## src/uep0_defines.vh

```
`ifndef UEP0_DEFINES_VH
`define UEP0_DEFINES_VH
// register byte addresses on the axi4-lite slave
`define UEP0_IN_CONFIG_ADDR 8'h00
`define UEP0_IN_BCNT_ADDR 8'h04
`define UEP0_OUT_CONFIG_ADDR 8'h08
`define UEP0_OUT_BCNT_ADDR 8'h0C
`define UEP0_STATUS_ADDR 8'h10
`define UEP0_MASK_ADDR 8'h14
// configuration register fields
`define UEP0_CFG_IRQ_EN_BIT 2
`define UEP0_CFG_STALL_BIT 3
`define UEP0_CFG_TOGGLE_BIT 5
`define UEP0_CFG_PERMIT_BIT 7
// byte count register fields
`define UEP0_BCNT_NAK_BIT 7
`define UEP0_BCNT_MAX 4'h8
`define UEP0_CFG_RESET 8'h00
`define UEP0_BCNT_RESET 8'h80
// fixed buffer base locations
`define UEP0_IN_BUF_BASE 16'hFEF8
`define UEP0_OUT_BUF_BASE 16'hFEF0
// status bits
`define UEP0_ST_IN_DONE 0
`define UEP0_ST_OUT_DONE 1
`define UEP0_ST_SETUP 2
// handshake codes
`define UEP0_HS_ACK 2'h0
`define UEP0_HS_NAK 2'h1
`define UEP0_HS_STALL 2'h2
// axi responses
`define UEP0_RESP_OKAY 2'h0
`define UEP0_RESP_SLVERR 2'h2
`endif

```

## src/uep0_hs_decide.v

```verilog
`timescale 1ns/100ps
`include "uep0_defines.vh"
// handshake choice for one data transaction; stall outranks setup nak
module uep0_hs_decide (
  input wire stall,
  input wire setup_pending,
  input wire nak,
  output wire [1:0] handshake
);
  assign handshake = stall ? `UEP0_HS_STALL : ((setup_pending | nak) ? `UEP0_HS_NAK : `UEP0_HS_ACK);
endmodule // uep0_hs_decide

```

## src/uep0_ctrl.v

```verilog
// Our own choices: the AXI4-Lite interface to the registers and the address map.
`timescale 1ns/100ps
`include "uep0_defines.vh"
module uep0_ctrl (
  input wire sys_clk,
  input wire rst,
  input wire [7:0] s_axi_awaddr,
  input wire s_axi_awvalid,
  output reg s_axi_awready,
  input wire [31:0] s_axi_wdata,
  input wire [3:0] s_axi_wstrb,
  input wire s_axi_wvalid,
  output reg s_axi_wready,
  output reg [1:0] s_axi_bresp,
  output reg s_axi_bvalid,
  input wire s_axi_bready,
  input wire [7:0] s_axi_araddr,
  input wire s_axi_arvalid,
  output reg s_axi_arready,
  output reg [31:0] s_axi_rdata,
  output reg [1:0] s_axi_rresp,
  output reg s_axi_rvalid,
  input wire s_axi_rready,
  input wire tok_valid,
  input wire tok_setup,
  input wire tok_in,
  input wire tok_out,
  input wire tok_data_pid,
  output reg hs_valid,
  output reg [1:0] hs_code,
  output reg [3:0] hs_byte_count,
  output reg [15:0] hs_buf_base,
  output reg hs_data_pid,
  output reg in_permit,
  output reg out_permit,
  output reg irq
);
  // clamp reserved counts
  function [3:0] clamp_count;
    input [3:0] c;
    begin
      clamp_count = (c > `UEP0_BCNT_MAX) ? `UEP0_BCNT_MAX : c;
    end
  endfunction

  // true when a write hits an address with byte lane 0 enabled
  function wr_hit;
    input [7:0] a;
    input [7:0] target;
    input lane0;
    begin
      wr_hit = (a == target) & lane0;
    end
  endfunction

  reg [7:0] in_cfg;
  reg [7:0] out_cfg;
  reg [7:0] in_bcnt;
  reg [7:0] out_bcnt;
  reg [2:0] status;
  reg [2:0] mask;
  reg aw_held;
  reg w_held;
  reg [7:0] aw_addr;
  reg [31:0] w_data;
  reg [3:0] w_strb;
  wire [1:0] in_hs;
  wire [1:0] out_hs;
  wire do_write;
  wire wr_lane0;
  wire ev_setup;
  wire ev_in_done;
  wire ev_out_done;
  wire [2:0] next_status;

  // data-phase handshake choice, one decoder per direction
  uep0_hs_decide u_in_hs (
    .stall(in_cfg[`UEP0_CFG_STALL_BIT]),
    .setup_pending(status[`UEP0_ST_SETUP]),
    .nak(in_bcnt[`UEP0_BCNT_NAK_BIT]),
    .handshake(in_hs)
  );
  uep0_hs_decide u_out_hs (
    .stall(out_cfg[`UEP0_CFG_STALL_BIT]),
    .setup_pending(status[`UEP0_ST_SETUP]),
    .nak(out_bcnt[`UEP0_BCNT_NAK_BIT]),
    .handshake(out_hs)
  );

  // a write goes ahead once both address and data are held and no write response is still pending
  assign do_write = aw_held & w_held & ~s_axi_bvalid;
  assign wr_lane0 = w_strb[0];
  assign ev_setup = tok_valid & tok_setup;
  // only acked transfers complete; nak or stall leave state untouched
  assign ev_in_done = tok_valid & ~tok_setup & tok_in & (in_hs == `UEP0_HS_ACK);
  assign ev_out_done = tok_valid & ~tok_setup & tok_out & (out_hs == `UEP0_HS_ACK);
  // set wins over write-one-to-clear
  assign next_status = (status & ~((do_write & wr_hit(aw_addr, `UEP0_STATUS_ADDR, wr_lane0)) ? w_data[2:0] : 3'h0))
                     | {ev_setup,
                        ev_out_done & out_cfg[`UEP0_CFG_IRQ_EN_BIT],
                        ev_in_done & in_cfg[`UEP0_CFG_IRQ_EN_BIT]};

  // write address and data channels, taken in either order
  always @(posedge sys_clk) begin
    if (rst) begin
      aw_held <= 1'b0;
      w_held <= 1'b0;
      aw_addr <= 8'h00;
      w_data <= 32'h00000000;
      w_strb <= 4'h0;
      s_axi_awready <= 1'b0;
      s_axi_wready <= 1'b0;
      s_axi_bvalid <= 1'b0;
      s_axi_bresp <= `UEP0_RESP_OKAY;
    end else begin
      s_axi_awready <= 1'b0;
      s_axi_wready <= 1'b0;
      if (s_axi_awvalid & ~aw_held & ~s_axi_awready) begin
        s_axi_awready <= 1'b1;
        aw_held <= 1'b1;
        aw_addr <= s_axi_awaddr;
      end
      if (s_axi_wvalid & ~w_held & ~s_axi_wready) begin
        s_axi_wready <= 1'b1;
        w_held <= 1'b1;
        w_data <= s_axi_wdata;
        w_strb <= s_axi_wstrb;
      end
      if (do_write) begin
        aw_held <= 1'b0;
        w_held <= 1'b0;
        s_axi_bvalid <= 1'b1;
        s_axi_bresp <= (aw_addr > `UEP0_MASK_ADDR || aw_addr[1:0] != 2'h0) ? `UEP0_RESP_SLVERR : `UEP0_RESP_OKAY;
      end else if (s_axi_bvalid & s_axi_bready) begin
        s_axi_bvalid <= 1'b0;
      end
    end
  end

  // register file and endpoint state; hardware updates share the process
  always @(posedge sys_clk) begin
    if (rst) begin
      in_cfg <= `UEP0_CFG_RESET;
      out_cfg <= `UEP0_CFG_RESET;
      in_bcnt <= `UEP0_BCNT_RESET;
      out_bcnt <= `UEP0_BCNT_RESET;
      status <= 3'h0;
      mask <= 3'h0;
    end else begin
      status <= next_status;
      // software fields: permit, stall, enable; toggle keeps, reserved bits clear to zero
      if (do_write & wr_hit(aw_addr, `UEP0_IN_CONFIG_ADDR, wr_lane0)) begin
        in_cfg <= {w_data[7], 1'b0, in_cfg[5], 1'b0, w_data[3:2], 2'b00};
      end
      if (do_write & wr_hit(aw_addr, `UEP0_OUT_CONFIG_ADDR, wr_lane0)) begin
        out_cfg <= {w_data[7], 1'b0, out_cfg[5], 1'b0, w_data[3:2], 2'b00};
      end
      if (do_write & wr_hit(aw_addr, `UEP0_IN_BCNT_ADDR, wr_lane0)) begin
        in_bcnt <= {w_data[7], 3'h0, w_data[3:0]};
      end
      if (do_write & wr_hit(aw_addr, `UEP0_OUT_BCNT_ADDR, wr_lane0)) begin
        out_bcnt <= {w_data[7], 3'h0, w_data[3:0]};
      end
      if (do_write & wr_hit(aw_addr, `UEP0_MASK_ADDR, wr_lane0)) begin
        mask <= w_data[2:0];
      end
      // setup ends stall, rearms both toggles to data1 after setup
      if (ev_setup) begin
        in_cfg[`UEP0_CFG_STALL_BIT] <= 1'b0;
        out_cfg[`UEP0_CFG_STALL_BIT] <= 1'b0;
        in_cfg[`UEP0_CFG_TOGGLE_BIT] <= 1'b1;
        out_cfg[`UEP0_CFG_TOGGLE_BIT] <= 1'b1;
      end
      // completed transfer flips toggle and hands buffer back to nak
      if (ev_in_done) begin
        in_cfg[`UEP0_CFG_TOGGLE_BIT] <= ~in_cfg[`UEP0_CFG_TOGGLE_BIT];
        in_bcnt[`UEP0_BCNT_NAK_BIT] <= 1'b1;
      end
      if (ev_out_done) begin
        out_cfg[`UEP0_CFG_TOGGLE_BIT] <= ~out_cfg[`UEP0_CFG_TOGGLE_BIT];
        out_bcnt[`UEP0_BCNT_NAK_BIT] <= 1'b1;
      end
    end
  end

  // handshake answer to the link side, one cycle after the token
  always @(posedge sys_clk) begin
    if (rst) begin
      hs_valid <= 1'b0;
      hs_code <= `UEP0_HS_ACK;
      hs_byte_count <= 4'h0;
      hs_buf_base <= 16'h0000;
      hs_data_pid <= 1'b0;
      in_permit <= 1'b0;
      out_permit <= 1'b0;
      irq <= 1'b0;
    end else begin
      hs_valid <= tok_valid;
      in_permit <= in_cfg[`UEP0_CFG_PERMIT_BIT];
      out_permit <= out_cfg[`UEP0_CFG_PERMIT_BIT];
      irq <= |(next_status & mask);
      if (tok_valid) begin
        if (tok_setup) begin
          hs_code <= `UEP0_HS_ACK; // setup is never refused
          hs_byte_count <= `UEP0_BCNT_MAX;
          hs_buf_base <= `UEP0_OUT_BUF_BASE;
          hs_data_pid <= 1'b0;
        end else if (tok_in) begin
          hs_code <= in_hs;
          hs_byte_count <= clamp_count(in_bcnt[3:0]);
          hs_buf_base <= `UEP0_IN_BUF_BASE;
          hs_data_pid <= in_cfg[`UEP0_CFG_TOGGLE_BIT];
        end else begin
          hs_code <= out_hs;
          hs_byte_count <= clamp_count(out_bcnt[3:0]);
          hs_buf_base <= `UEP0_OUT_BUF_BASE;
          hs_data_pid <= tok_data_pid;
        end
      end
    end
  end

  // read channel; unmapped or misaligned reads answer slverr with zero
  always @(posedge sys_clk) begin
    if (rst) begin
      s_axi_arready <= 1'b0;
      s_axi_rvalid <= 1'b0;
      s_axi_rdata <= 32'h00000000;
      s_axi_rresp <= `UEP0_RESP_OKAY;
    end else begin
      s_axi_arready <= 1'b0;
      if (s_axi_rvalid) begin
        if (s_axi_rready) begin
          s_axi_rvalid <= 1'b0;
        end
      end else if (s_axi_arvalid & ~s_axi_arready) begin
        s_axi_arready <= 1'b1;
        s_axi_rvalid <= 1'b1;
        s_axi_rresp <= `UEP0_RESP_OKAY;
        case (s_axi_araddr)
          `UEP0_IN_CONFIG_ADDR: s_axi_rdata <= {24'h000000, in_cfg};
          `UEP0_IN_BCNT_ADDR: s_axi_rdata <= {24'h000000, in_bcnt};
          `UEP0_OUT_CONFIG_ADDR: s_axi_rdata <= {24'h000000, out_cfg};
          `UEP0_OUT_BCNT_ADDR: s_axi_rdata <= {24'h000000, out_bcnt};
          `UEP0_STATUS_ADDR: s_axi_rdata <= {29'h00000000, status};
          `UEP0_MASK_ADDR: s_axi_rdata <= {29'h00000000, mask};
          default: begin
            s_axi_rdata <= 32'h00000000;
            s_axi_rresp <= `UEP0_RESP_SLVERR;
          end
        endcase
      end
    end
  end
endmodule // uep0_ctrl

```

## config.mk

```make
export PLATFORM = sky130hd
export DESIGN_NAME = uep0_ctrl
export DESIGN_NICKNAME = d
export VERILOG_FILES = /design/src/uep0_hs_decide.v /design/src/uep0_ctrl.v
export VERILOG_INCLUDE_DIRS = /design/src /design/src/src
export SDC_FILE = /design/constraint.sdc
export NUM_CORES = 1
export LEC_CHECK = 0
export BUFFER_PORTS_ARGS = -buffer_cell sky130_fd_sc_hd__buf_2
export CORE_UTILIZATION = 44
export CTS_CLUSTER_SIZE = 12
export DETAILED_ROUTE_END_ITERATION = 10
export GPL_ROUTABILITY_DRIVEN = 0
export PLACE_DENSITY = 0.76
export SYNTH_ARGS = -nofsm -noshare
export SYNTH_HDL_FRONTEND = slang
export SYNTH_SLANG_ARGS = --single-unit
```

## constraint.sdc

```tcl
create_clock -name sys_clk -period 2 [get_ports sys_clk]
set_input_delay 0 -clock sys_clk [delete_from_list [all_inputs] [get_ports sys_clk]]
set_output_delay 0 -clock sys_clk [all_outputs]
set_load 0.01 [all_outputs]
```

==> results of run 1 <==
[cells in the mapped netlist, types with 2 or more instances]
cell                       count
sky130_fd_sc_hd__o31ai_1       3
sky130_fd_sc_hd__a211oi_1      4
sky130_fd_sc_hd__inv_1         5
sky130_fd_sc_hd__a31oi_1       3
sky130_fd_sc_hd__a41oi_1       3
sky130_fd_sc_hd__o21ai_0      18
sky130_fd_sc_hd__and4b_1       2
sky130_fd_sc_hd__o22ai_1       3
sky130_fd_sc_hd__and3_1        2
sky130_fd_sc_hd__a221o_1       4
sky130_fd_sc_hd__nand2b_1     15
sky130_fd_sc_hd__nand2_1      13
sky130_fd_sc_hd__a21oi_1      25
sky130_fd_sc_hd__nand4_1       8
sky130_fd_sc_hd__clkbuf_1     14
sky130_fd_sc_hd__nand3_1       2
sky130_fd_sc_hd__and2_0        2
sky130_fd_sc_hd__nor2_1       41
sky130_fd_sc_hd__a221oi_1      4
sky130_fd_sc_hd__o21ai_1       2
sky130_fd_sc_hd__nand3b_1      2
sky130_fd_sc_hd__a22oi_1       2
sky130_fd_sc_hd__buf_1         3
sky130_fd_sc_hd__dfxtp_1      66
sky130_fd_sc_hd__nor2b_1      21
sky130_fd_sc_hd__mux2i_1      19
sky130_fd_sc_hd__or4_4         2
sky130_fd_sc_hd__buf_4        42
sky130_fd_sc_hd__mux2_2        4
sky130_fd_sc_hd__nor3b_1      10
sky130_fd_sc_hd__nor4_1        3
sky130_fd_sc_hd__nor4_4        2
sky130_fd_sc_hd__nor3_1        9
sky130_fd_sc_hd__nor4bb_1      2
[cell usage in the layout (no fill, tap or decap), types with 5 or more instances in the layout]
master / n
sky130_fd_sc_hd__nand2b_1: 15
sky130_fd_sc_hd__nand2_1: 13
sky130_fd_sc_hd__nor3b_1: 10
sky130_fd_sc_hd__buf_2: 69
sky130_fd_sc_hd__a21oi_1: 25
sky130_fd_sc_hd__dlygate4sd3_1: 17
sky130_fd_sc_hd__conb_1: 32
sky130_fd_sc_hd__clkbuf_8: 9
sky130_fd_sc_hd__dfxtp_1: 66
sky130_fd_sc_hd__nor2_1: 41
sky130_fd_sc_hd__mux2i_1: 19
sky130_fd_sc_hd__nand4_1: 8
sky130_fd_sc_hd__o21ai_0: 18
sky130_fd_sc_hd__inv_1: 5
sky130_fd_sc_hd__buf_4: 11
sky130_fd_sc_hd__nor3_1: 9
sky130_fd_sc_hd__nor2b_1: 21
[how the worst min path moves through the flow]
stage | depth (start not counted) | to | start | slack (ns)
final | 3 | hs_buf_base[3] | tok_in | 0.02
after CTS | 3 | hs_buf_base[3] | tok_in | 0.004
after global routing | 3 | hs_buf_base[3] | tok_in | 0.03
after detailed placement | 3 | w_data[2] | s_axi_wdata[2] | 0.24
after floorplan | 2 | w_data[1] | s_axi_wdata[1] | 0.14
after global placement | 3 | w_data[1] | s_axi_wdata[1] | 0.23
[layout make-up]
class,instances,area (um^2)
Clock buffer,13,138.9
Inverter,5,18.77
Clock inverter,3,40.04
Multi-Input combinational cell,273,1647
Tap cell,99,123.9
Fill cell,681,3327
Sequential cell,66,1321
Timing Repair Buffer,97,598.1
[kinds of logic after synthesis]
family	count (synthesis)	share of synthesized area, %
compound gates	75	14.24
buf+inv	65	12.55
flops	66	40.52
mux	23	7.214
other cells	1	0.1150
simple gates	143	25.37
[through the flow]
stage | instance area (um^2) | setup slack [ns] | utilization [%] | hold WS [ns] | std cells
finish | 3887 | 0.1615 | 53.88 | 0.01738 | 556
global route | 3887 | 0.08677 | 53.88 | 0.02964 | 556
CTS | 3887 | 0.05602 | 53.88 | 0.004101 | 556
detailed placement | 3538 | 0.08325 | 49.05 | 0.2362 | 523
global placement | 3538 | 0.1213 | 49.05 | 0.2310 | 523
floorplan | 3377 | 0.1146 | - | 0.1386 | 404
[timing repair]
item / 4_1_cts / 5_1_grt
endpoints found under the hold margin: 17 / 0
setup endpoints to repair: 0 / 2
gates resized for setup: 0 / 0
hold buffers: 17 / 0
[worst max-delay path: stages (launching register included)]
cell	delay, ns
sky130_fd_sc_hd__dfxtp_1	0.33
sky130_fd_sc_hd__nor4_1	0.36
sky130_fd_sc_hd__buf_4	0.18
sky130_fd_sc_hd__nand4_1	0.17
sky130_fd_sc_hd__a221o_1	0.38
sky130_fd_sc_hd__a221o_1	0.30
[routing by layer]
metal	wire length [um]	GRT usage [%]	part of all wire, %
met1	3322	27.10	44
met2	3419	30.87	45
met3	582	4.241	7.7
met4	227	11.58	3.0
met5	0	0	0
[sequential cells by signal (all words and copies together), names as in the netlist, 3 cells and up]
name           cells
status             3
mask               3
hs_byte_count      4
w_data             5
in_cfg             4
in_bcnt            5
out_cfg            4
s_axi_rdata        6
aw_addr            8
out_bcnt           5
[power by group]
| part | switching [uW] | leakage [uW] | internal (uW) |
|---|---|---|---|
| logic | 207 | 0.000995 | 159 |
| registers | 44.4 | 0.000537 | 1360 |
| clock network | 483 | 0.0000914 | 574 |
| total | 734 | 0.00162 | 2090 |
==> results.json, run 1 <==
{
  "grt_remaining_overflow": 0,
  "synthesis.area_per_instance_um2": 8.742,
  "signed_area_change_from_the_synthesized_netlist_to_the_final_layout_pct": 19.22,
  "post-dp-hpwl_mm": 5.382,
  "placement.io_buffers": 69,
  "path_clk_slew_ns": 0.07,
  "synth_seq_cells": 66,
  "power_density_nw_per_um2": 726.9,
  "die_h_um": 88.09,
  "critical_path.startpoint": "aw_addr[5]",
  "relative_slew_margins_pct": 58.39,
  "reg2reg_from": "aw_addr[5]",
  "worst_skew_pair.late_latency_ns": 0.34,
  "ys_types": 47,
  "worst_reg2reg_setup_slack_ns": 0.16,
  "ir_drop_mv": 0.4145,
  "vias_per_cell": 5.155,
  "total_of_max_cap_violations": 0,
  "dieArea_um2": 7759,
  "dieWidth_um": 88.09,
  "worst_r2r_endpoint": "irq",
  "post-synth-top-area-cell": "sky130_fd_sc_hd__dfxtp_1",
  "post-route-min-period_ns": 1.839,
  "timing.critical_path.arrival_ns": 2.07,
  "required_ns": 2.23,
  "synthesis.instances": 373,
  "cts_tree": "built",
  "synth_edf_count": 0,
  "post_synth_main_area_contributors": "sky130_fd_sc_hd__dfxtp_1 41%, sky130_fd_sc_hd__buf_4 9.7%, sky130_fd_sc_hd__mux2i_1 5.8%",
  "worstRegToRegCells": 5,
  "initial_core_util_pct": 45.20,
  "number_of_global_route_vias_before_repair": 2495,
  "num_rows": 31,
  "cts_root_buffer": "sky130_fd_sc_hd__clkbuf_8",
  "fin_crit_sh_pct": 91.93,
  "grt_first_pass_wirelength_mm": 11.95,
  "synthFlopType": "sky130_fd_sc_hd__dfxtp_1",
  "antenna_found_initial": 0,
  "drt_drc_violations_left": 0,
  "ys_warn_count": 0,
  "timing.final.setup_violations": 0,
  "totalPowerFinal_uw": 2826,
  "top_ports": 132,
  "cts.htree.levels": 3,
  "cts-buffers-inserted": 9,
  "finalSetupTns_ns": 0,
  "worstSetupEndpoint": "irq",
  "synth_top_area_share_pct": 40.52,
  "worstHoldPathType": "input port to flip-flop",
  "grtUsageTotal_pct": 20.42,
  "drive_gt1_share_pct": 22.10,
  "ant_nets": 0,
  "crit_type": "flip-flop to flip-flop",
  "outcome": "finished clean",
  "crit_path_max_fanout": 3,
  "drt-total-wl_mm": 7.551,
  "leakagePower_uw": 0.001624,
  "startpoint_type": "flip-flop",
  "drt-initial-drc-count": 163,
  "synth.yosys.seq_area_share_pct": 40.52,
  "routed-via-count": 2866,
  "netlist_area_um2": 3261,
  "ys_async_sr_fraction_pct": 0,
  "grt_setup_unrepaired": "false",
  "setup.worst_path.end_class": "flip-flop",
  "ctsLongestPathBuffers": 2,
  "cts_sinks": 66,
  "postCtsSetupBuffers": 0,
  "core_um2": 7214,
  "tightestPinTransition_ns": 0.6228,
  "dr.pass1.iters": 4,
  "num_antenna_cells": 0,
  "finalMaxSlewViolations": 0,
  "nNetsFinal": 516,
  "fmax_mhz": 543.9,
  "report.final.hold_viol_count": 0,
  "grt_start_max_net_pins": 45,
  "routedWlPerCell_um": 13.58,
  "worst_clock_skew_ns": 0.008976
}
No activity file was read; power rests on OpenSTA's default activity.
==> run 2, diff against run 1 <==
CORE_UTILIZATION = 43   (was 44)
PLACE_DENSITY = 0.75   (was 0.76)
SYNTH_HIERARCHICAL = 1   (was default)
==> results.json, run 2 <==
{
  "outcome": "finished clean",
  "num_rows": 31,
  "grt_first_pass_wirelength_mm": 10.47,
  "vias_per_cell": 4.839,
  "totalPowerFinal_uw": 2876,
  "synth.yosys.seq_area_share_pct": 41.43,
  "layout.cells.most_common_list": "69 x sky130_fd_sc_hd__buf_2, 66 x sky130_fd_sc_hd__dfxtp_1, 55 x sky130_fd_sc_hd__nor2_1",
  "post-synth-top-area-cell": "sky130_fd_sc_hd__dfxtp_1",
  "post-dp-hpwl_mm": 4.706,
  "final.setup.worst_slack_ns": 0.09487,
  "fillers": 672,
  "placement.io_buffers": 69,
  "multi_input_area_um2": 1559,
  "synthesis.instances": 343,
  "leakagePower_uw": 0.001683,
  "reg2reg_from": "s_axi_bvalid",
  "post_layout_nonfiller_instances": 516,
  "synthFlopType": "sky130_fd_sc_hd__dfxtp_1",
  "routed.top_layer": "met4",
  "finalMaxSlewViolations": 0,
  "routedLengthMet1_mm": 2.982,
  "total_of_max_cap_violations": 0,
  "grt_setup_unrepaired": "false",
  "fmax_mhz": 524.9,
  "antenna_found_initial": 0,
  "grt_start_max_net_pins": 40,
  "mostFrequentLayoutCell": "sky130_fd_sc_hd__buf_2",
  "signed_area_change_from_the_synthesized_netlist_to_the_final_layout_pct": 18.99,
  "ctsLongestPathBuffers": 2,
  "ir_drop_mv": 0.3200,
  "relative_slew_margins_pct": 64.71,
  "drive_gt1_share_pct": 24.70,
  "min_delay_path_depth": 4,
  "num_antenna_cells": 0,
  "worst_clock_skew_ns": 0.01420,
  "cts.htree.levels": 3,
  "synth_seq_cells": 66,
  "largest_register_ffs": 8,
  "timing.final.setup_violations": 0,
  "number_of_global_route_vias_before_repair": 2149,
  "synth_top_area_share_pct": 41.43,
  "p_int_uw": 2178,
  "worstRegToRegCells": 5,
  "register_area_um2": 1321,
  "ys_async_sr_fraction_pct": 0,
  "ant_nets": 0,
  "power_density_nw_per_um2": 758.0,
  "place_ws_ns": 0.1304,
  "cts_sinks": 66,
  "startpoint_type": "flip-flop",
  "dieWidth_um": 88.12,
  "power_frac_comb_pct": 11.3,
  "synth_edf_count": 0,
  "timing.critical_path.arrival_ns": 2.13,
  "detailroute.wirelength.met2_mm": 3.279,
  "worst_r2r_endpoint": "out_bcnt[1]",
  "worst_reg2reg_setup_slack_ns": 0.09,
  "most_frequent_cell_after_synthesis": "sky130_fd_sc_hd__dfxtp_1",
  "netlist_area_um2": 3189,
  "cts-buffers-inserted": 9,
  "drt_drc_violations_left": 0,
  "path_clk_slew_ns": 0.07,
  "seq_power_share_pct": 49.1,
  "postCtsSetupBuffers": 0,
  "power_switching_uw": 698.8,
  "power.clock.fraction_pct": 39.6,
  "power.switching_fraction_pct": 24.29,
  "yosys-top-cells-count": "66 x sky130_fd_sc_hd__dfxtp_1, 55 x sky130_fd_sc_hd__nor2_1, 44 x sky130_fd_sc_hd__buf_4, 37 x sky130_fd_sc_hd__mux2i_1, 17 x sky130_fd_sc_hd__a21oi_1",
  "cts_tree": "built",
  "detailroute.wirelength.met3_um": 249,
  "register_with_the_highest_flop_count": "aw_addr",
  "routedWlPerCell_um": 12.92,
  "dr.pass1.iters": 4,
  "ys_warn_count": 6,
  "tightestPinTransition_ns": 0.5294,
  "synthesis.area_per_instance_um2": 9.298,
  "fin_crit_sh_pct": 95.26,
  "setup.worst_path.end_class": "flip-flop",
  "initial_core_util_pct": 44.21,
  "post_cts.resized_instances": 0,
  "cts_hold_repair.buffers": 18,
  "finalSetupTns_ns": 0,
  "final_core_utilization_pct": 52.60,
  "die_h_um": 88.12,
  "drt-initial-drc-count": 121,
  "cts_root_buffer": "sky130_fd_sc_hd__clkbuf_8",
  "top_regs": "aw_addr: 8 flops, s_axi_rdata: 6 flops",
  "core_um2": 7214,
  "drt-total-wl_mm": 6.669,
  "post_synth_main_area_contributors": "sky130_fd_sc_hd__dfxtp_1 41%, sky130_fd_sc_hd__mux2i_1 12%, sky130_fd_sc_hd__buf_4 10%",
  "crit_type": "flip-flop to flip-flop",
  "grt_remaining_overflow": 0,
  "placedCellCount": 483,
  "hold_path_end": "hs_data_pid",
  "worstHoldPathType": "input port to flip-flop",
  "crit_path_max_fanout": 7,
  "grtUsageTotal_pct": 17.77,
  "routed-via-count": 2497,
  "nNetsFinal": 477,
  "min-delay-start": "tok_data_pid",
  "dieArea_um2": 7765,
  "required_ns": 2.23,
  "post-route-min-period_ns": 1.905,
  "report.final.hold_viol_count": 0,
  "ys_types": 42,
  "top_ports": 132,
  "worst_skew_pair.late_latency_ns": 0.34
}
[run 2: worst max-delay path by stage]
stage	startpoint	endpoint	slack [ns]	cells past startpoint
after floorplan	s_axi_bvalid	out_bcnt[0]	0.22	6
after global routing	s_axi_bvalid	out_bcnt[1]	0.01	5
final	s_axi_bvalid	out_bcnt[1]	0.09	5
after global placement	s_axi_bvalid	out_bcnt[7]	0.19	5
after CTS	s_axi_bvalid	out_bcnt[1]	0.11	5
after detailed placement	s_axi_bvalid	out_bcnt[7]	0.13	5
[run 2: layout make-up]
| cell class | count | share of cell area, % |
|---|---|---|
| Multi-Input combinational cell | 241 | 41.08 |
| Sequential cell | 66 | 34.82 |
| Timing Repair Buffer | 92 | 15.17 |
| Clock buffer | 13 | 4.451 |
| Tap cell | 99 | 3.264 |
| Clock inverter | 2 | 0.9232 |
| Inverter | 3 | 0.2967 |
[run 2: cells by family after synthesis]
kind of cell / count (synthesis) / synth area share (%)
AO/OA/AOI/OAI: 37 / 7.140
buffers and inverters: 67 / 13.34
flip-flops: 66 / 41.43
multiplexers: 45 / 15.50
other: 1 / 0.1176
AND/OR/NAND/NOR: 127 / 22.48
[run 2: power groups by stage]
stage	clock [uW]	combinational, uW	sequential (uW)
finish	1140	326	1410
floorplan	0	263	1430
detailed placement	0	296	1440
CTS	1160	323	1410
global placement	0	288	1440
global route	1230	363	1420
[run 2: metal layers]
metal  track usage [%]  vias up
met5                 0        -
met4             9.238        0
met3             2.733       14
met2             27.91       69
met1             23.65     1179
li1                  -     1235
[run 2: critical path, cell delays in order, from the launching register on]
cell	delay (ns)
sky130_fd_sc_hd__dfxtp_1	0.38
sky130_fd_sc_hd__nor4b_4	0.43
sky130_fd_sc_hd__nand2_4	0.15
sky130_fd_sc_hd__or4_4	0.58
sky130_fd_sc_hd__mux2i_1	0.19
sky130_fd_sc_hd__nor2_1	0.05
[run 2: stage by stage]
stage	hold WS, ns	cell area (um^2)
2_1_floorplan	0.1386	3306
3_3_place_gp	0.2339	3411
3_5_place_dp	0.2464	3411
4_1_cts	0.03243	3795
5_1_grt	0.06746	3795
6_report	0.03158	3795
